**src/include/rtcr_map.svh**
```systemverilog
// Purpose: Offsets, codes and timing figures of the rate and mode control block
// Assumes: Included by bare name after the package
// Notes:   Timing figures are in microseconds at the system clock rate below
`ifndef RTCR_MAP_SVH
`define RTCR_MAP_SVH

// Register offsets on the multiplexed bus
`define RTCR_OFS_RATE     8'h0a
`define RTCR_OFS_MODE     8'h0b
`define RTCR_OFS_FLAG     8'h0c

// Power-on values of the control registers
`define RTCR_RATE_POR     7'h00
`define RTCR_MODE_POR     8'h00

// Divider select codes
`define RTCR_DIV_4M       3'h0
`define RTCR_DIV_1M       3'h1
`define RTCR_DIV_32K      3'h2
`define RTCR_DIV_HOLD     2'h3

// Divider step shifts, one second equals a full 22-bit wrap
`define RTCR_SHIFT_4M     5'h00
`define RTCR_SHIFT_1M     5'h02
`define RTCR_SHIFT_32K    5'h07
`define RTCR_DIV_HALF     22'h20_0000

// Rate tap placement
`define RTCR_RATE_OFF     4'h0
`define RTCR_TAP_BASE     5'h05
`define RTCR_TAP_SLOW     5'h0c
`define RTCR_RATE_SLOW    4'h3

// Alarm don't-care code in the two top bits
`define RTCR_ALARM_ANY    2'h3

// Timing
`define RTCR_CLK_MHZ      250
`define RTCR_T_BUC_US     244
`define RTCR_T_UC_FAST_US 248
`define RTCR_T_UC_SLOW_US 1984

`endif

```
**src/include/rtcr_pkg.sv**
```systemverilog
// Purpose: Types shared by the rate and mode control block
// Assumes: Nothing
// Notes:   Struct layouts follow the register bit order, MSB first
package rtcr_pkg;

    typedef struct packed {
        logic       update_pending_flag;
        logic [2:0] divider_select;
        logic [3:0] rate_select;
    } rtcr_rate_t;

    typedef struct packed {
        logic update_freeze;
        logic periodic_int_enable;
        logic alarm_int_enable;
        logic update_done_int_enable;
        logic square_wave_enable;
        logic binary_format_select;
        logic hour_24_select;
        logic daylight_saving_enable;
    } rtcr_mode_t;

    typedef struct packed {
        logic       summary_int_flag;
        logic       periodic_event_flag;
        logic       alarm_match_flag;
        logic       update_done_flag;
        logic [3:0] unused;
    } rtcr_flag_t;

    typedef struct packed {
        logic [7:0] hours;
        logic [7:0] minutes;
        logic [7:0] seconds;
    } rtcr_time_t;

    typedef enum logic [1:0] {
        ST_IDLE,
        ST_PENDING,
        ST_UPDATE
    } rtcr_upd_t;

endpackage

```
**src/rtl/rtcr_divider.sv**
```systemverilog
// Purpose: Time-base sampling, 22-stage divider chain and rate tap
// Assumes: Time base well below half the system clock
// Notes:   Counter steps so that a full wrap is always one second
`timescale 1ns/100ps
`include "rtcr_map.svh"
module rtcr_divider
    import rtcr_pkg::*;
(
    input  wire logic       i_sys_clk,
    input  wire logic       i_resetn,
    input  wire logic       i_time_base_in,
    input  wire logic [2:0] i_divider_select,
    input  wire logic [3:0] i_rate_select,
    output logic            o_second_tick,
    output logic            o_slow_base,
    output logic            o_tap_level,
    output logic            o_tap_fall
);
    logic        tb_s1_reg;
    logic        tb_s2_reg;
    logic        tb_prev_reg;
    logic        tb_edge;
    logic [21:0] cnt_reg;
    logic [22:0] cnt_next;
    logic [4:0]  shift;
    logic        stopped;
    logic        hold;
    logic [4:0]  tap_idx;

    always_ff @(posedge i_sys_clk or negedge i_resetn) begin
        if (!i_resetn) begin
            tb_s1_reg   <= 1'b0;
            tb_s2_reg   <= 1'b0;
            tb_prev_reg <= 1'b0;
        end else begin
            tb_s1_reg   <= i_time_base_in;
            tb_s2_reg   <= tb_s1_reg;
            tb_prev_reg <= tb_s2_reg;
        end
    end

    assign tb_edge     = tb_s2_reg & ~tb_prev_reg;
    assign hold        = (i_divider_select[2:1] == `RTCR_DIV_HOLD);
    assign o_slow_base = (i_divider_select == `RTCR_DIV_32K);

    always_comb begin
        stopped = 1'b0;
        shift   = `RTCR_SHIFT_4M;
        unique case (i_divider_select)
            `RTCR_DIV_4M:  shift = `RTCR_SHIFT_4M;
            `RTCR_DIV_1M:  shift = `RTCR_SHIFT_1M;
            `RTCR_DIV_32K: shift = `RTCR_SHIFT_32K;
            default:       stopped = 1'b1;
        endcase
    end

    assign cnt_next = {1'b0, cnt_reg} + {1'b0, 22'h00_0001 << shift};

    always_ff @(posedge i_sys_clk or negedge i_resetn) begin
        if (!i_resetn) begin
            cnt_reg       <= 22'h00_0000;
            o_second_tick <= 1'b0;
        end else begin
            o_second_tick <= 1'b0;
            if (hold) begin
                cnt_reg <= `RTCR_DIV_HALF;
            end else if (tb_edge && !stopped) begin
                cnt_reg       <= cnt_next[21:0];
                o_second_tick <= cnt_next[22];
            end
        end
    end

    // Slow base reuses the slow taps for codes 1 and 2
    always_comb begin
        if (o_slow_base && i_rate_select < `RTCR_RATE_SLOW) begin
            tap_idx = `RTCR_TAP_SLOW + {1'b0, i_rate_select};
        end else begin
            tap_idx = `RTCR_TAP_BASE + {1'b0, i_rate_select};
        end
    end

    always_ff @(posedge i_sys_clk or negedge i_resetn) begin
        if (!i_resetn) begin
            o_tap_level <= 1'b0;
            o_tap_fall  <= 1'b0;
        end else begin
            o_tap_level <= (i_rate_select != `RTCR_RATE_OFF) & cnt_reg[tap_idx];
            o_tap_fall  <= o_tap_level & ~((i_rate_select != `RTCR_RATE_OFF)
                           & cnt_reg[tap_idx]);
        end
    end

endmodule

```
**src/rtl/rtcr_top.sv**
```systemverilog
// Purpose: Rate and mode control registers with update cycle sequencing
// Assumes: Bus and reset pins are asynchronous; calendar logic lives outside
// Notes:   i_resetn is power-on only; the reset pin clears the interrupt and square-wave enables and the flags
`timescale 1ns/100ps
`include "rtcr_map.svh"
module rtcr_top
    import rtcr_pkg::*;
#(
    parameter int BUC_CYCLES     = `RTCR_T_BUC_US * `RTCR_CLK_MHZ,
    parameter int UC_FAST_CYCLES = `RTCR_T_UC_FAST_US * `RTCR_CLK_MHZ,
    parameter int UC_SLOW_CYCLES = `RTCR_T_UC_SLOW_US * `RTCR_CLK_MHZ
)
(
    input  wire logic       i_sys_clk,
    input  wire logic       i_resetn,
    input  wire logic       i_reset_pin_n,
    input  wire logic       i_time_base_in,
    input  wire logic [7:0] i_ad,
    output logic      [7:0] o_ad,
    output logic            o_ad_oe,
    input  wire logic       i_as,
    input  wire logic       i_ds,
    input  wire logic       i_rw,
    input  wire logic       i_cs_n,
    input  rtcr_time_t      i_time,
    input  rtcr_time_t      i_alarm,
    output logic            o_irq_n,
    output logic            o_square_wave_out,
    output logic            o_update_step,
    output logic            o_time_access,
    output logic            o_binary_format_select,
    output logic            o_hour_24_select,
    output logic            o_daylight_saving_enable
);
    logic [12:0] pin_s1_reg;
    logic [12:0] pin_s2_reg;
    logic [7:0]  ad_s;
    logic        as_s;
    logic        ds_s;
    logic        rw_s;
    logic        cs_n_s;
    logic        rst_pin_n_s;
    logic        as_prev_reg;
    logic        ds_prev_reg;
    logic [7:0]  addr_reg;
    logic        ds_fall;
    logic        wr_rate;
    logic        wr_mode;
    logic        rd_flag;
    logic        rd_hit;

    logic [2:0]  divider_select_reg;
    logic [3:0]  rate_select_reg;
    rtcr_mode_t  mode_reg;
    logic        update_freeze_reg;
    logic        periodic_int_enable_reg;
    logic        alarm_int_enable_reg;
    logic        update_done_int_enable_reg;
    logic        square_wave_enable_reg;
    logic        binary_format_select_reg;
    logic        hour_24_select_reg;
    logic        daylight_saving_enable_reg;
    rtcr_mode_t  wr_data;
    rtcr_rate_t  rate_view;
    rtcr_flag_t  flag_view;

    rtcr_upd_t   state_reg;
    logic [19:0] timer_reg;
    logic        step_d_reg;
    logic        alarm_hit;
    logic [2:0]  byte_hit;

    logic        periodic_event_flag_reg;
    logic        alarm_match_flag_reg;
    logic        update_done_flag_reg;
    logic        summary_int_flag;

    logic        second_tick;
    logic        slow_base;
    logic        tap_level;
    logic        tap_fall;

    rtcr_divider u_divider (
        .i_sys_clk        (i_sys_clk),
        .i_resetn         (i_resetn),
        .i_time_base_in   (i_time_base_in),
        .i_divider_select (divider_select_reg),
        .i_rate_select    (rate_select_reg),
        .o_second_tick    (second_tick),
        .o_slow_base      (slow_base),
        .o_tap_level      (tap_level),
        .o_tap_fall       (tap_fall)
    );

    // Pin synchronisers
    always_ff @(posedge i_sys_clk or negedge i_resetn) begin
        if (!i_resetn) begin
            pin_s1_reg <= 13'h0000;
            pin_s2_reg <= 13'h0000;
        end else begin
            pin_s1_reg <= {i_reset_pin_n, i_cs_n, i_rw, i_ds, i_as, i_ad};
            pin_s2_reg <= pin_s1_reg;
        end
    end

    assign ad_s        = pin_s2_reg[7:0];
    assign as_s        = pin_s2_reg[8];
    assign ds_s        = pin_s2_reg[9];
    assign rw_s        = pin_s2_reg[10];
    assign cs_n_s      = pin_s2_reg[11];
    assign rst_pin_n_s = pin_s2_reg[12];

    // Address latch on the falling address strobe
    always_ff @(posedge i_sys_clk or negedge i_resetn) begin
        if (!i_resetn) begin
            as_prev_reg <= 1'b0;
            ds_prev_reg <= 1'b0;
            addr_reg    <= 8'h00;
        end else begin
            as_prev_reg <= as_s;
            ds_prev_reg <= ds_s;
            if (as_prev_reg && !as_s) begin
                addr_reg <= ad_s;
            end
        end
    end

    assign ds_fall = ds_prev_reg & ~ds_s & ~cs_n_s;
    assign wr_rate = ds_fall & ~rw_s & (addr_reg == `RTCR_OFS_RATE);
    assign wr_mode = ds_fall & ~rw_s & (addr_reg == `RTCR_OFS_MODE);
    assign rd_flag = ds_fall & rw_s & (addr_reg == `RTCR_OFS_FLAG);
    assign rd_hit  = (addr_reg == `RTCR_OFS_RATE) | (addr_reg == `RTCR_OFS_MODE)
                   | (addr_reg == `RTCR_OFS_FLAG);
    assign wr_data = rtcr_mode_t'(ad_s);

    // Divider and rate fields answer only to writes
    always_ff @(posedge i_sys_clk or negedge i_resetn) begin
        if (!i_resetn) begin
            {divider_select_reg, rate_select_reg} <= `RTCR_RATE_POR;
        end else if (wr_rate) begin
            divider_select_reg <= ad_s[6:4];
            rate_select_reg    <= ad_s[3:0];
        end
    end

    // Bits that only a write changes
    always_ff @(posedge i_sys_clk or negedge i_resetn) begin
        if (!i_resetn) begin
            update_freeze_reg          <= 1'b0;
            binary_format_select_reg   <= 1'b0;
            hour_24_select_reg         <= 1'b0;
            daylight_saving_enable_reg <= 1'b0;
        end else if (wr_mode) begin
            update_freeze_reg          <= wr_data.update_freeze;
            binary_format_select_reg   <= wr_data.binary_format_select;
            hour_24_select_reg         <= wr_data.hour_24_select;
            daylight_saving_enable_reg <= wr_data.daylight_saving_enable;
        end
    end

    // Enables cleared by the reset pin
    always_ff @(posedge i_sys_clk or negedge i_resetn) begin
        if (!i_resetn) begin
            periodic_int_enable_reg <= 1'b0;
            alarm_int_enable_reg    <= 1'b0;
            square_wave_enable_reg  <= 1'b0;
        end else if (!rst_pin_n_s) begin
            periodic_int_enable_reg <= 1'b0;
            alarm_int_enable_reg    <= 1'b0;
            square_wave_enable_reg  <= 1'b0;
        end else if (wr_mode) begin
            periodic_int_enable_reg <= wr_data.periodic_int_enable;
            alarm_int_enable_reg    <= wr_data.alarm_int_enable;
            square_wave_enable_reg  <= wr_data.square_wave_enable;
        end
    end

    // Update enable also drops when freeze rises
    always_ff @(posedge i_sys_clk or negedge i_resetn) begin
        if (!i_resetn) begin
            update_done_int_enable_reg <= 1'b0;
        end else if (!rst_pin_n_s) begin
            update_done_int_enable_reg <= 1'b0;
        end else if (wr_mode) begin
            if (wr_data.update_freeze && !mode_reg.update_freeze) begin
                update_done_int_enable_reg <= 1'b0;
            end else begin
                update_done_int_enable_reg <= wr_data.update_done_int_enable;
            end
        end
    end

    assign mode_reg = {update_freeze_reg, periodic_int_enable_reg, alarm_int_enable_reg,
                       update_done_int_enable_reg, square_wave_enable_reg,
                       binary_format_select_reg, hour_24_select_reg,
                       daylight_saving_enable_reg};

    // Update cycle sequencer, untouched by the reset pin
    always_ff @(posedge i_sys_clk or negedge i_resetn) begin
        if (!i_resetn) begin
            state_reg     <= ST_IDLE;
            timer_reg     <= 20'h0_0000;
            o_update_step <= 1'b0;
        end else begin
            o_update_step <= 1'b0;
            if (mode_reg.update_freeze) begin
                state_reg <= ST_IDLE;
            end else begin
                unique case (state_reg)
                    ST_IDLE: begin
                        if (second_tick) begin
                            state_reg <= ST_PENDING;
                            timer_reg <= 20'(BUC_CYCLES - 1);
                        end
                    end
                    ST_PENDING: begin
                        if (timer_reg == 20'h0_0000) begin
                            state_reg <= ST_UPDATE;
                            if (slow_base) begin
                                timer_reg <= 20'(UC_SLOW_CYCLES - 1);
                            end else begin
                                timer_reg <= 20'(UC_FAST_CYCLES - 1);
                            end
                        end else begin
                            timer_reg <= timer_reg - 20'h0_0001;
                        end
                    end
                    ST_UPDATE: begin
                        if (timer_reg == 20'h0_0000) begin
                            state_reg     <= ST_IDLE;
                            o_update_step <= 1'b1;
                        end else begin
                            timer_reg <= timer_reg - 20'h0_0001;
                        end
                    end
                endcase
            end
        end
    end

    // Time bytes leave the bus only during the update itself
    always_ff @(posedge i_sys_clk or negedge i_resetn) begin
        if (!i_resetn) begin
            o_time_access <= 1'b1;
        end else begin
            o_time_access <= !(state_reg == ST_UPDATE && !mode_reg.update_freeze);
        end
    end

    // Alarm compare one cycle after the step, per byte
    genvar g;
    generate
        for (g = 0; g < 3; g++) begin : g_alarm
            assign byte_hit[g] = (i_alarm[8*g+6 +: 2] == `RTCR_ALARM_ANY)
                               | (i_alarm[8*g +: 8] == i_time[8*g +: 8]);
        end
    endgenerate

    assign alarm_hit = &byte_hit;

    always_ff @(posedge i_sys_clk or negedge i_resetn) begin
        if (!i_resetn) begin
            step_d_reg <= 1'b0;
        end else begin
            step_d_reg <= o_update_step;
        end
    end

    // Flags: hardware set wins over a flag-register read
    always_ff @(posedge i_sys_clk or negedge i_resetn) begin
        if (!i_resetn) begin
            periodic_event_flag_reg <= 1'b0;
            alarm_match_flag_reg    <= 1'b0;
            update_done_flag_reg    <= 1'b0;
        end else if (!rst_pin_n_s) begin
            periodic_event_flag_reg <= 1'b0;
            alarm_match_flag_reg    <= 1'b0;
            update_done_flag_reg    <= 1'b0;
        end else begin
            if (tap_fall) begin
                periodic_event_flag_reg <= 1'b1;
            end else if (rd_flag) begin
                periodic_event_flag_reg <= 1'b0;
            end
            if (step_d_reg && alarm_hit) begin
                alarm_match_flag_reg <= 1'b1;
            end else if (rd_flag) begin
                alarm_match_flag_reg <= 1'b0;
            end
            if (o_update_step) begin
                update_done_flag_reg <= 1'b1;
            end else if (rd_flag) begin
                update_done_flag_reg <= 1'b0;
            end
        end
    end

    assign summary_int_flag =
        (periodic_event_flag_reg & mode_reg.periodic_int_enable)
        | (alarm_match_flag_reg & mode_reg.alarm_int_enable)
        | (update_done_flag_reg & mode_reg.update_done_int_enable);

    always_ff @(posedge i_sys_clk or negedge i_resetn) begin
        if (!i_resetn) begin
            o_irq_n           <= 1'b1;
            o_square_wave_out <= 1'b0;
        end else begin
            o_irq_n           <= ~summary_int_flag;
            o_square_wave_out <= mode_reg.square_wave_enable & tap_level;
        end
    end

    // Read views
    assign rate_view.update_pending_flag = (state_reg != ST_IDLE);
    assign rate_view.divider_select      = divider_select_reg;
    assign rate_view.rate_select         = rate_select_reg;

    assign flag_view.summary_int_flag    = summary_int_flag;
    assign flag_view.periodic_event_flag = periodic_event_flag_reg;
    assign flag_view.alarm_match_flag    = alarm_match_flag_reg;
    assign flag_view.update_done_flag    = update_done_flag_reg;
    assign flag_view.unused              = 4'h0;

    always_ff @(posedge i_sys_clk or negedge i_resetn) begin
        if (!i_resetn) begin
            o_ad <= 8'h00;
        end else begin
            unique case (addr_reg)
                `RTCR_OFS_RATE: o_ad <= rate_view;
                `RTCR_OFS_MODE: o_ad <= mode_reg;
                `RTCR_OFS_FLAG: o_ad <= flag_view;
                default:        o_ad <= 8'h00;
            endcase
        end
    end

    assign o_ad_oe = ds_s & rw_s & ~cs_n_s & rd_hit;

    assign o_binary_format_select   = mode_reg.binary_format_select;
    assign o_hour_24_select         = mode_reg.hour_24_select;
    assign o_daylight_saving_enable = mode_reg.daylight_saving_enable;

endmodule

```
**config.mk**
```make
export PLATFORM = sky130hd
export DESIGN_NAME = rtcr_top
export DESIGN_NICKNAME = d
export VERILOG_FILES = /design/src/include/rtcr_pkg.sv /design/src/rtl/rtcr_divider.sv /design/src/rtl/rtcr_top.sv
export VERILOG_INCLUDE_DIRS = /design/src /design/src/include
export SDC_FILE = /design/constraint.sdc
export NUM_CORES = 1
export LEC_CHECK = 0
export BUFFER_PORTS_ARGS = -buffer_cell sky130_fd_sc_hd__buf_2
export CAP_MARGIN = 10
export CORE_UTILIZATION = 58
export CTS_CLUSTER_DIAMETER = 100
export DETAILED_ROUTE_END_ITERATION = 16
export PLACE_DENSITY = 0.77
export SYNTH_ARGS = -nofsm -noshare
export SYNTH_HDL_FRONTEND = slang
export SYNTH_SLANG_ARGS = --single-unit
```
**constraint.sdc**
```tcl
create_clock -name i_sys_clk -period 3.2 [get_ports i_sys_clk]
set_input_delay 0.32 -clock i_sys_clk [delete_from_list [all_inputs] [get_ports i_sys_clk]]
set_output_delay 0.32 -clock i_sys_clk [all_outputs]
set_load 0.02 [all_outputs]
```
# Word-level counts from Yosys, hierarchy flattened
# Cells that the tools add are included.
dict set report totals {
  regBits 117
  inputBits 64
  output_inout_bits 16
  elab_cells 151
}
dict set report op_classes {
  add_sub_neg 4
  order_cmp 2
  eq_ne 23
  shifts 1
  muxes 38
  bitwise_logic 31
  reduce_logical 19
}
# operator n
set ops {}
lappend ops {{20-bit 2-to-1 mux} 3}
lappend ops {{20-bit one-hot mux with 3 select lines} 1}
lappend ops {{22-bit 2-to-1 mux} 2}
lappend ops {{8-bit by 4-bit equality test with 1-bit output (second input constant)} 3}
lappend ops {{8-bit equality test} 3}
lappend ops {{8-bit one-hot mux with 3 select lines} 1}
lappend ops {{22-bit by 22-bit adder with 23-bit output} 1}
lappend ops {{1-bit 2-to-1 mux} 22}
lappend ops {{1-bit by 3-bit << shifter with 22-bit output (first input constant)} 1}
lappend ops {{20-bit logical NOT} 1}
lappend ops {{20-bit by 1-bit subtractor with 20-bit output (second input constant)} 1}
lappend ops {{19-bit 2-to-1 mux} 1}
lappend ops {{1-bit bitwise AND} 17}
lappend ops {{2-bit equality test (second input constant)} 5}
lappend ops {{3-bit AND reduction} 3}
lappend ops {{2-bit 2-to-1 mux} 4}
lappend ops {{1-bit inverter} 7}
lappend ops {{1-bit OR} 7}
lappend ops {{1-bit logical AND} 6}
lappend ops {{5-bit by 6-bit < comparator with 1-bit output (second input constant)} 1}
lappend ops {{3-bit by 1-bit inequality test with 1-bit output (second input constant)} 2}
lappend ops {{3-bit by 2-bit inequality test with 1-bit output (second input constant)} 2}
lappend ops {{3-bit inequality test (second input constant)} 2}
lappend ops {{2-bit one-hot mux with 3 select lines} 1}
lappend ops {{17 further kinds} 21}

# Longest topological paths before layout
# Gate-level depths: netlist of the first run.
dict set report depth {
  ltp_word 8
  mapped_depth 14
  ltp_nobuf 13
}

# Modules after synthesis
# From an unflattened synthesis of the first run, not the netlist that was laid out.
dict set report hier_totals {
  hier_cells 599
  hier_area_um2 6288.5
}
# mod n_inst cells_each area_per_inst_um2 seq_area_each_um2
set modules_own_cells {}
lappend modules_own_cells {rtcr_top 1 353 4103.9 2229.6}
lappend modules_own_cells {rtcr_divider 1 246 2184.6 700.7}

# Worst setup path after synthesis of the first run
# No wires, ideal clock.
dict set report synth_timing {
  kind {register to register}
  start {register divider_select_reg[2]}
  end {register u_divider.cnt_reg[18]}
  setup_ns 0.078
  arrival_time_ns 2.537
  required_ns 3.122
  setup_slack_ns 0.585
  path_stages_with_launch 15
  n_path_buf 1
  synth_period_minus_slack_ns 2.615
  cell_sequence {dfrtp_1 > nor2_1 > nand2_1 > inv_1 > nor2_1 > ha_1 > inv_1 > fa_1 > nor2b_1 > o21ai_1 > a21oi_1 > o41ai_2 > clkbuf_1 > or3_1 > a21oi_1}
}
dict set report synth_between {
  elab_chain_cells 6
  word_cells_on_any_way 12
  cone_classes {add/sub: 1; eq/ne: 3; shift: 1; mux: 3; reduce/logical: 4}
}
# element line_no
set synth_lines {}
lappend synth_lines {{start, declared} rtcr_top.sv:52} ;# logic [2:0] divider_select_reg;
lappend synth_lines {{start signal, assigned} rtcr_top.sv:139} ;# {divider_select_reg, rate_select_reg} <= `RTCR_RATE_POR;
lappend synth_lines {{start signal, assigned} rtcr_top.sv:141} ;# divider_select_reg <= ad_s[6:4];
lappend synth_lines {{3-bit by 2-bit equality test with 1-bit output or 3-bit by 1-bit equality test with 1-bit output (tied branches)} rtcr_divider.sv:49} ;# unique case (i_divider_select)
lappend synth_lines {{3-bit one-hot mux with 2 select lines} rtcr_divider.sv:49}
lappend synth_lines {{1-bit by 3-bit << shifter with 22-bit output} rtcr_divider.sv:57} ;# assign cnt_next = {1'b0, cnt_reg} + {1'b0, 22'h00_0001 << shift};
lappend synth_lines {{22-bit by 22-bit adder with 23-bit output} rtcr_divider.sv:57}
lappend synth_lines {{22-bit 2-to-1 mux} rtcr_divider.sv:67} ;# end else if (tb_edge && !stopped) begin
lappend synth_lines {{22-bit 2-to-1 mux} rtcr_divider.sv:65} ;# if (hold) begin
lappend synth_lines {{end signal, assigned} rtcr_divider.sv:66} ;# cnt_reg <= `RTCR_DIV_HALF;
lappend synth_lines {{end signal, assigned} rtcr_divider.sv:68} ;# cnt_reg <= cnt_next[21:0];
lappend synth_lines {{end, declared} rtcr_divider.sv:23} ;# logic [21:0] cnt_reg;
# Parallel ways exist; a longest one is shown, timed or not. The select of a mux whose other input is x is not followed.
# A chain may end at the register's enable or synchronous reset.

# Worst setup path in the final report of the first run
dict set report layout_timing {
  start {register divider_select_reg[0]}
  end {register u_divider.cnt_reg[12]}
}
# Same word-level chain as after synthesis.

==> results of run 1 <==
## cell type report
type / count / area share
multi-input cells: 426 / 0.404
repair buffers: 107 / 0.0866
inverters: 21 / 0.0106
flip-flops and latches: 117 / 0.393
clock buffers: 19 / 0.0566
clock inverters: 13 / 0.0263
well taps: 136 / 0.0228
## worst min-delay path by stage
stage / startpoint / endpoint / slack, ns / depth (start not counted)
3_3_place_gp: u_divider.tb_s1_reg / u_divider.tb_s2_reg / 0.33 / 0
6_report: i_alarm[7] / alarm_match_flag_reg / 0.30 / 5
5_1_grt: i_alarm[7] / alarm_match_flag_reg / 0.32 / 5
2_1_floorplan: i_resetn / addr_reg[0] / 0.02 / 0
3_5_place_dp: pin_s1_reg[7] / pin_s2_reg[7] / 0.33 / 0
4_1_cts: i_alarm[7] / alarm_match_flag_reg / 0.28 / 5
## repair_timing
action,in CTS,in global routing
resized for setup,0,1
setup buffers,0,0
hold endpoints to repair,57,0
hold buffers,15,0
setup endpoints to repair,0,1
## power breakdown
part / switching [mW] / internal, mW
Clock: 0.699 / 1.28
Sequential: 0.127 / 1.58
Combinational: 0.303 / 0.302
## metal layers
layer | track usage | share of wire | vias up
met2 | 0.481 | 0.50 | 155
met1 | 0.373 | 0.43 | 2400
met5 | 0 | 0 | -
met3 | 0.0702 | 0.055 | 19
li1 | - | - | 2358
met4 | 0.0878 | 0.013 | 0
## tightest hold or removal path: cells and delay by family
| kind | cells | cell delay (ns) |
|---|---|---|
| AOI/OAI and AO/OA | 2 | 0.19 |
| and+or+nand+nor | 2 | 0.16 |
| buffers and inverters | 1 | 0.10 |
## layout by cell type, fill, tap and decap left out, drive strengths merged, types with 19 or more instances in the layout
master,count
a21oi,35
buf,92
clkbuf,19
ha,19
o21ai,43
dfrtp,115
mux2,20
xor2,21
nor2,40
inv,25
nand2,37
## stage by stage
stage	instances	hold slack, ns	setup WS [ns]
3_5_place_dp	792	0.335	0.207
3_3_place_gp	792	0.332	0.365
5_1_grt	839	0.324	0.0288
2_1_floorplan	582	0.0244	0.585
6_report	839	0.297	0.217
4_1_cts	839	0.276	0.190
## kinds of logic after synthesis
family | count (synthesis)
and+or+nand+nor | 174
AOI/OAI and AO/OA | 158
DFF | 117
buffers and inverters | 39
muxes | 36
xor gates and xnor gates | 32
adders and majority gates | 20
other | 2
==> impl_metrics.tcl, run 1 <==
set metrics [dict create \
    gp_congestion 0.905 \
    die_x_um 104 \
    n_antenna_cell 0 \
    tns_ns 0 \
    setup_violations 0 \
    cp.arrival_ns 3.42 \
    drt_iter0_markers 371 \
    min_period_over_period 0.932 \
    synthFlopType "dfrtp_1" \
    io_pins 80 \
    required_ns 3.64 \
    fin_nets 774 \
    path_cells "nor2_1, nand2_1, inv_1, nor2_1, ha_1, inv_1, fa_1, nor2b_1, o21ai_1, a21oi_2, o41ai_2, buf_4, or4_1, a21oi_1" \
    dieArea_mm2 0.0109 \
    end_kind "flip-flop" \
    drc_errors 0 \
    ys_ff_latch 117 \
    worst_ir_drop_vdd_uv 551 \
    fmax_mhz 335 \
    start_kind "flip-flop" \
    yosys_warnings 0 \
    synth_top_area_frac 0.473 \
    cp_num_buf_inv 3 \
    cp_slowest_cell "or4_1" \
    synth.most_common_cell "dfrtp_1" \
    clock_latency_ns 0.52 \
    cts_made_buffers 17 \
    row_count 37 \
    port_buffers 79 \
    final_area_mm2 0.00746 \
    grt_pass1_vias 4993 \
    synth.distinct_cells 70 \
    total_power_mw 4.29 \
    dpl.hpwl_um 9880 \
    yosysTopAreaCell "dfrtp_1" \
    wl_um 14500 \
    antenna_found_initial 0 \
    via_count 4932 \
    cp-startpoint "divider_select_reg[0]" \
    p_per_area_mw_per_mm2 575 \
    slowest_delay_ns 0.51 \
    tightest_slew_ns 0.882 \
    fin_util 0.729 \
    regArea_mm2 0.00293 \
    cts_buffer_depth 2 \
    clk_pin_slew_worst_paths_ns 0.06 \
    r2r_setup_slack_ns 0.22 \
    htree_levels 4 \
    synth_xor_area_frac 0.0460 \
    max_cap_violations 0 \
    synthAdderAreaFrac 0.0423 \
    area_delta_synth_final_pct 22.5 \
    synth_edf_count 0 \
    rr_worst_depth 14 \
    start_util 0.595 \
    timing.rr.start "divider_select_reg[0]" \
    synthCells 578 \
    multi_input_area_mm2 0.00301 \
    hold_viol 0 \
    critPathMaxFanout 15 \
    syn-mean-instance-area_um2 10.5 \
    dieHeight_um 104 \
    grt_usage 0.289 \
    synth-compound-area-share 0.173 \
    synth_seq_area_share 0.481 \
    grt_overflow 0 \
    cts.sinks 117 \
    largest_register_ffs 22 \
    finClkSkew_ns 0.00628 \
    ys_top_cells_by_area "dfrtp_1, ha_1, mux2_2" \
    ant_nets 0 \
    synth_top_family_by_area "compound AO/OA/AOI/OAI gates" \
    cts_root_buf "clkbuf_8" \
    critPathCapture "u_divider.cnt_reg[12]" \
    core_mm2 0.0102 \
    wl_per_cell_um 17.3 \
    rsz0062_at_grt "false" \
    place_area_mm2 0.00668 \
    grt_pass1_wl_um 24600 \
    synthMuxAreaShare 0.0756 \
    critical_path_class "flip-flop to flip-flop" \
    dr.pass1.iters 7 \
    synth-simple-area-share 0.153 \
    via_per_inst 5.88 \
    finalMaxSlewViolations 0 \
    fillers 732 \
    grt_max_degree 47 \
    critical-path-top-delay-family "simple AND/OR/NAND/NOR gates" \
    status "completed" \
    synth_area_mm2 0.00609 \
    synthTopCellsByCount "dfrtp_1, o21ai_0, nor2_1, nand2_1, a21oi_1" \
    drive_gt1_frac 0.236 \
    async_flop_share 1.00 \
    relSlewSlack 0.411 \
    timing.rr.end "u_divider.cnt_reg[12]" \
    worstHoldPathType "input pin to flip-flop" \
    power.leakage_nw 3.46 \
    period_needed_ns 2.98 \
    crit_cells 14 \
    cts_tree "built" \
]
(Power assumes the default switching activity.)
==> run 2, diff against run 1 <==
--- a/config.mk
+++ b/config.mk
@@ -10,6 +10,7 @@
 export CAP_MARGIN = 10
-export CORE_UTILIZATION = 58
+export CORE_UTILIZATION = 60
+export CTS_BUF_LIST = sky130_fd_sc_hd__clkbuf_4 sky130_fd_sc_hd__clkbuf_8
 export CTS_CLUSTER_DIAMETER = 100
 export DETAILED_ROUTE_END_ITERATION = 16
-export PLACE_DENSITY = 0.77
+export PLACE_DENSITY = 0.79
 export SYNTH_ARGS = -nofsm -noshare
==> constraint.sdc (replaced) <==
create_clock -name i_sys_clk -period 3.2 [get_ports i_sys_clk]
set_input_delay 0.96 -clock i_sys_clk [delete_from_list [all_inputs] [get_ports i_sys_clk]]
set_output_delay 0.96 -clock i_sys_clk [all_outputs]
set_load 0.02 [all_outputs]
==> impl_metrics.tcl, run 2 (synthesis gave the netlist of run 1 again) <==
set metrics [dict create \
    crit_top_cell "inv_1" \
    cts_made_buffers 17 \
    tightest_slew_ns 0.750 \
    finalMaxSlewViolations 0 \
    cp_slowest_cell "or4_1" \
    critPathMaxFanout 15 \
    dieHeight_um 103 \
    drt_iter0_markers 303 \
    place_area_mm2 0.00667 \
    gr-usage-met1 0.362 \
    gp_congestion 0.914 \
    period_needed_ns 2.96 \
    core_mm2 0.00982 \
    dpl.hpwl_um 10000 \
    antenna_found_initial 0 \
    path_cells "nand2_2, inv_1, nor2_1, ha_1, inv_1, fa_1, nor2b_1, o21ai_1, a21oi_2, o41ai_2, buf_4, or4_1, a21oi_1" \
    via_count 4941 \
    hold_viol 0 \
    critical_path_class "flip-flop to flip-flop" \
    status "completed" \
    setup_ws_ns 0.237 \
    htree_levels 4 \
    final_cell_mix "dfrtp_1, buf_2, o21ai_0, nor2_1, nand2_1" \
    setup_violations 0 \
    start_kind "flip-flop" \
    rsz0062_at_grt "false" \
    largest_register_ffs 22 \
    clk_pin_slew_worst_paths_ns 0.08 \
    cts_tree "built" \
    fin_nets 756 \
    worstHoldPathType "flip-flop to flip-flop" \
    fmax_mhz 337 \
    dieArea_mm2 0.0106 \
    wl_um 14100 \
    busiest_layer "met2" \
    start_util 0.620 \
    cts_root_buf "clkbuf_8" \
    grt_pass1_wl_um 22500 \
    worst_ir_drop_vdd_uv 359 \
    grt_util_met2 0.462 \
    drive_gt1_frac 0.244 \
    relSlewSlack 0.499 \
    drc_errors 0 \
    grt_overflow 0 \
    fin_util 0.723 \
    slowest_delay_ns 0.50 \
    cts.sinks 117 \
    regArea_mm2 0.00293 \
    min_period_over_period 0.926 \
    wl_per_cell_um 17.2 \
    p_per_area_mw_per_mm2 526 \
    grt_max_degree 48 \
    end_kind "flip-flop" \
    die_x_um 103 \
    grt_pass1_vias 4766 \
    clock_latency_ns 0.44 \
    r2r_setup_slack_ns 0.24 \
    required_ns 3.55 \
    cts_setup_buffers 0 \
    met3_usage 0.0753 \
    critical-path-top-delay-family "simple AND/OR/NAND/NOR gates" \
    n_antenna_cell 0 \
    cp_num_buf_inv 3 \
    fillers 714 \
    dr.pass1.iters 5 \
    io_pins 80 \
    ant_nets 0 \
    dp_slack_ns 0.190 \
    multi_input_area_mm2 0.00302 \
    final_common_cell "dfrtp_1" \
    row_count 36 \
    grt_usage 0.282 \
    final_area_mm2 0.00710 \
    port_buffers 79 \
    area_delta_synth_final_pct 16.6 \
    finClkSkew_ns 0.0104 \
    power.leakage_nw 3.29 \
    cts_buffer_depth 2 \
    tns_ns 0 \
    via_per_inst 6.04 \
    max_cap_violations 0 \
    cp.arrival_ns 3.31 \
]
[run 2: report_power, final]
group,switching (mW),internal [mW]
clock,0.629,0.796
sequential,0.131,1.58
combinational,0.311,0.291
total,1.07,2.67
[run 2: cell type report]
| class | count | area share |
|---|---|---|
| tap | 133 | 0.0234 |
| timing repair buffer | 89 | 0.0684 |
| inverter | 21 | 0.0111 |
| clock buffer | 18 | 0.0349 |
| multi-input combinational | 426 | 0.425 |
| sequential | 117 | 0.413 |
| clock inverter | 14 | 0.0245 |
[run 2: final timing paths]
kind / startpoint / endpoint / depth (start not counted)
worst max-delay path: divider_select_reg[1] / u_divider.cnt_reg[12] / 13
min in group asynchronous: i_resetn / o_binary_format_select / 1
worst max register to register: divider_select_reg[1] / u_divider.cnt_reg[12] / 13
worst min register to register: pin_s1_reg[2] / pin_s2_reg[2] / 0
worst min-delay path: pin_s1_reg[2] / pin_s2_reg[2] / 0
max in group asynchronous: i_resetn / o_irq_n / 2
[run 2: per-layer routing]
layer	vias up	part of all wire
met5	-	0
met4	0	0.018
met3	28	0.059
met2	166	0.50
met1	2426	0.43
li1	2321	-
[run 2: through the flow]
step	power, mW	hold WS (ns)	cells
final	3.74	0.345	818
after global routing	3.91	0.350	818
after CTS	3.74	0.348	818
after detailed placement	2.31	0.337	786
after global placement	2.28	0.334	786
after floorplan	2.11	0.331	582
[run 2: what timing repair did]
action,in CTS,in global routing
setup endpoints to repair,0,2
gates resized for setup,0,3
hold buffers,0,0
hold endpoints to repair,0,0
[run 2: worst reg2reg max path, stage by stage (launching register included)]
cell and delay [ns]:
dfrtp_1 0.47, nand2_2 0.16, inv_1 0.10, nor2_1 0.13, ha_1 0.19, inv_1 0.06, fa_1 0.40, nor2b_1 0.13
o21ai_1 0.10, a21oi_2 0.19, o41ai_2 0.09, buf_4 0.18, or4_1 0.50, a21oi_1 0.18
==> run 3, diff against run 2 <==
Settings changed: CAP_MARGIN 10 to 20.
Clock period 3.2 ns to 3.1 ns, I/O delays scaled along.
==> impl_metrics.tcl, run 3 (synthesis gave the netlist of run 1 again) <==
set metrics [dict create \
    dpl.hpwl_um 9530 \
    gp_congestion 0.903 \
    finalMaxSlewViolations 0 \
    cts_buffer_depth 2 \
    ant_nets 0 \
    r2r_setup_slack_ns 0.20 \
    worst_ir_drop_vdd_uv 304 \
    port_buffers 79 \
    tightest_slew_ns 0.820 \
    dp.cells 786 \
    drc_errors 0 \
    drive_gt1_frac 0.246 \
    critical_path_class "flip-flop to flip-flop" \
    via_per_inst 6.04 \
    dieArea_mm2 0.0106 \
    required_ns 3.47 \
    timing.rr.end "u_divider.cnt_reg[12]" \
    io_pins 80 \
    htree_levels 4 \
    start_kind "flip-flop" \
    n_antenna_cell 0 \
    core_mm2 0.00982 \
    worstHoldPathType "flip-flop to flip-flop" \
    period_needed_ns 2.90 \
    hold_viol 0 \
    wl_um 13500 \
    critPathMaxFanout 15 \
    fillers 716 \
    final_common_cell "dfrtp_1" \
    fin_nets 757 \
    dr.pass1.iters 5 \
    p_per_area_mw_per_mm2 552 \
    start_util 0.620 \
    antenna_found_initial 0 \
    area_delta_synth_final_pct 17.3 \
    row_count 36 \
    tns_ns 0 \
    rr_worst_depth 13 \
    grt_pass1_wl_um 22300 \
    clock_latency_ns 0.43 \
    final_cell_mix "dfrtp_1, buf_2, o21ai_0, nor2_1, nand2_1" \
    cts_made_buffers 17 \
    drt_iter0_markers 381 \
    power.leakage_nw 3.32 \
    rsz0062_at_grt "false" \
    die_x_um 103 \
    relSlewSlack 0.452 \
    cts_root_buf "clkbuf_8" \
    cp.arrival_ns 3.27 \
    dieHeight_um 103 \
    max_cap_violations 0 \
    grt_usage 0.276 \
    end_kind "flip-flop" \
    clk_pin_slew_worst_paths_ns 0.08 \
    finClkSkew_ns 0.0113 \
    via_count 4950 \
    grt_overflow 0 \
    final_cells 819 \
    grt_pass1_vias 4738 \
    status "completed" \
    cts.sinks 117 \
    largest_register_ffs 22 \
    fmax_mhz 345 \
    min_period_over_period 0.936 \
    cp-startpoint "divider_select_reg[0]" \
    hold_ws_ns 0.341 \
    cts_hold_buf 0 \
    wl_per_cell_um 16.5 \
    critPathCapture "u_divider.cnt_reg[12]" \
    setup_violations 0 \
    timing.rr.start "divider_select_reg[0]" \
    grt_max_degree 118 \
    cts_tree "built" \
]
[run 3: cell types whose count changed in the layout (fill, tap and decap cells not counted), sizes merged]
| cell | previous run | this run |
|---|---|---|
| buf | 89 | 90 |
| bufinv | 3 | 4 |
| clkbuf | 18 | 19 |
| clkinv | 4 | 3 |
| clkinvlp | 4 | 2 |
| inv | 24 | 25 |
[run 3: report_power, final]
group | leakage [nW] | internal [mW] | switching [mW] | total [mW]
clock | 0.224 | 0.930 | 0.646 | 1.58
combinational | 1.58 | 0.301 | 0.310 | 0.611
sequential | 1.52 | 1.63 | 0.130 | 1.76
[run 3: worst min path at each step]
| stage | depth (start not counted) | end | from | slack, ns |
|---|---|---|---|---|
| 2_1_floorplan | 0 | pin_s2_reg[0] | pin_s1_reg[0] | 0.33 |
| 3_3_place_gp | 0 | u_divider.tb_s2_reg | u_divider.tb_s1_reg | 0.33 |
| 3_5_place_dp | 0 | pin_s2_reg[8] | pin_s1_reg[8] | 0.33 |
| 4_1_cts | 0 | pin_s2_reg[8] | pin_s1_reg[8] | 0.34 |
| 5_1_grt | 0 | pin_s2_reg[8] | pin_s1_reg[8] | 0.35 |
| 6_report | 0 | pin_s2_reg[8] | pin_s1_reg[8] | 0.34 |
[run 3: cell type report]
class                           instances  area, µm²  area share
Tap cell                              133        166      0.0233
Multi-Input combinational cell        426       3020       0.423
Clock buffer                           19        262      0.0366
Timing Repair Buffer                   90        493      0.0690
Sequential cell                       117       2930       0.410
Clock inverter                         13        193      0.0270
Inverter                               21       78.8      0.0110
[run 3: critical path, stage by stage (launching register included)]
cell and delay (ns):
dfrtp_1 0.41, buf_4 0.15, nor3b_1 0.16, nor2_1 0.13, ha_2 0.20, inv_1 0.05, fa_1 0.40, nor2b_1 0.13
o21ai_1 0.10, a21oi_2 0.17, o41ai_2 0.09, buf_4 0.18, or4_1 0.52, a21oi_2 0.14
[run 3: repair_timing]
item | in CTS | in global routing
setup endpoints to repair | 0 | 3
resized for setup | 0 | 4
setup buffers | 0 | 1
[run 3: stage by stage]
| stage | area, µm² | total power [mW] | util | setup slack, ns |
|---|---|---|---|---|
| after global placement | 6670 | 2.35 | 0.679 | 0.282 |
| after global routing | 7140 | 4.13 | 0.728 | 0.0324 |
| after detailed placement | 6670 | 2.38 | 0.679 | 0.167 |
| after floorplan | 6100 | 2.17 | - | 0.485 |
| after CTS | 7120 | 3.95 | 0.726 | 0.142 |
| final | 7140 | 3.95 | 0.728 | 0.199 |
[run 3: routing by layer]
metal | wire [µm] | track usage | share of wire
met3 | 842 | 0.0664 | 0.062
met2 | 6660 | 0.446 | 0.49
met5 | 0 | 0 | 0
met1 | 5840 | 0.367 | 0.43
met4 | 204 | 0.0943 | 0.015
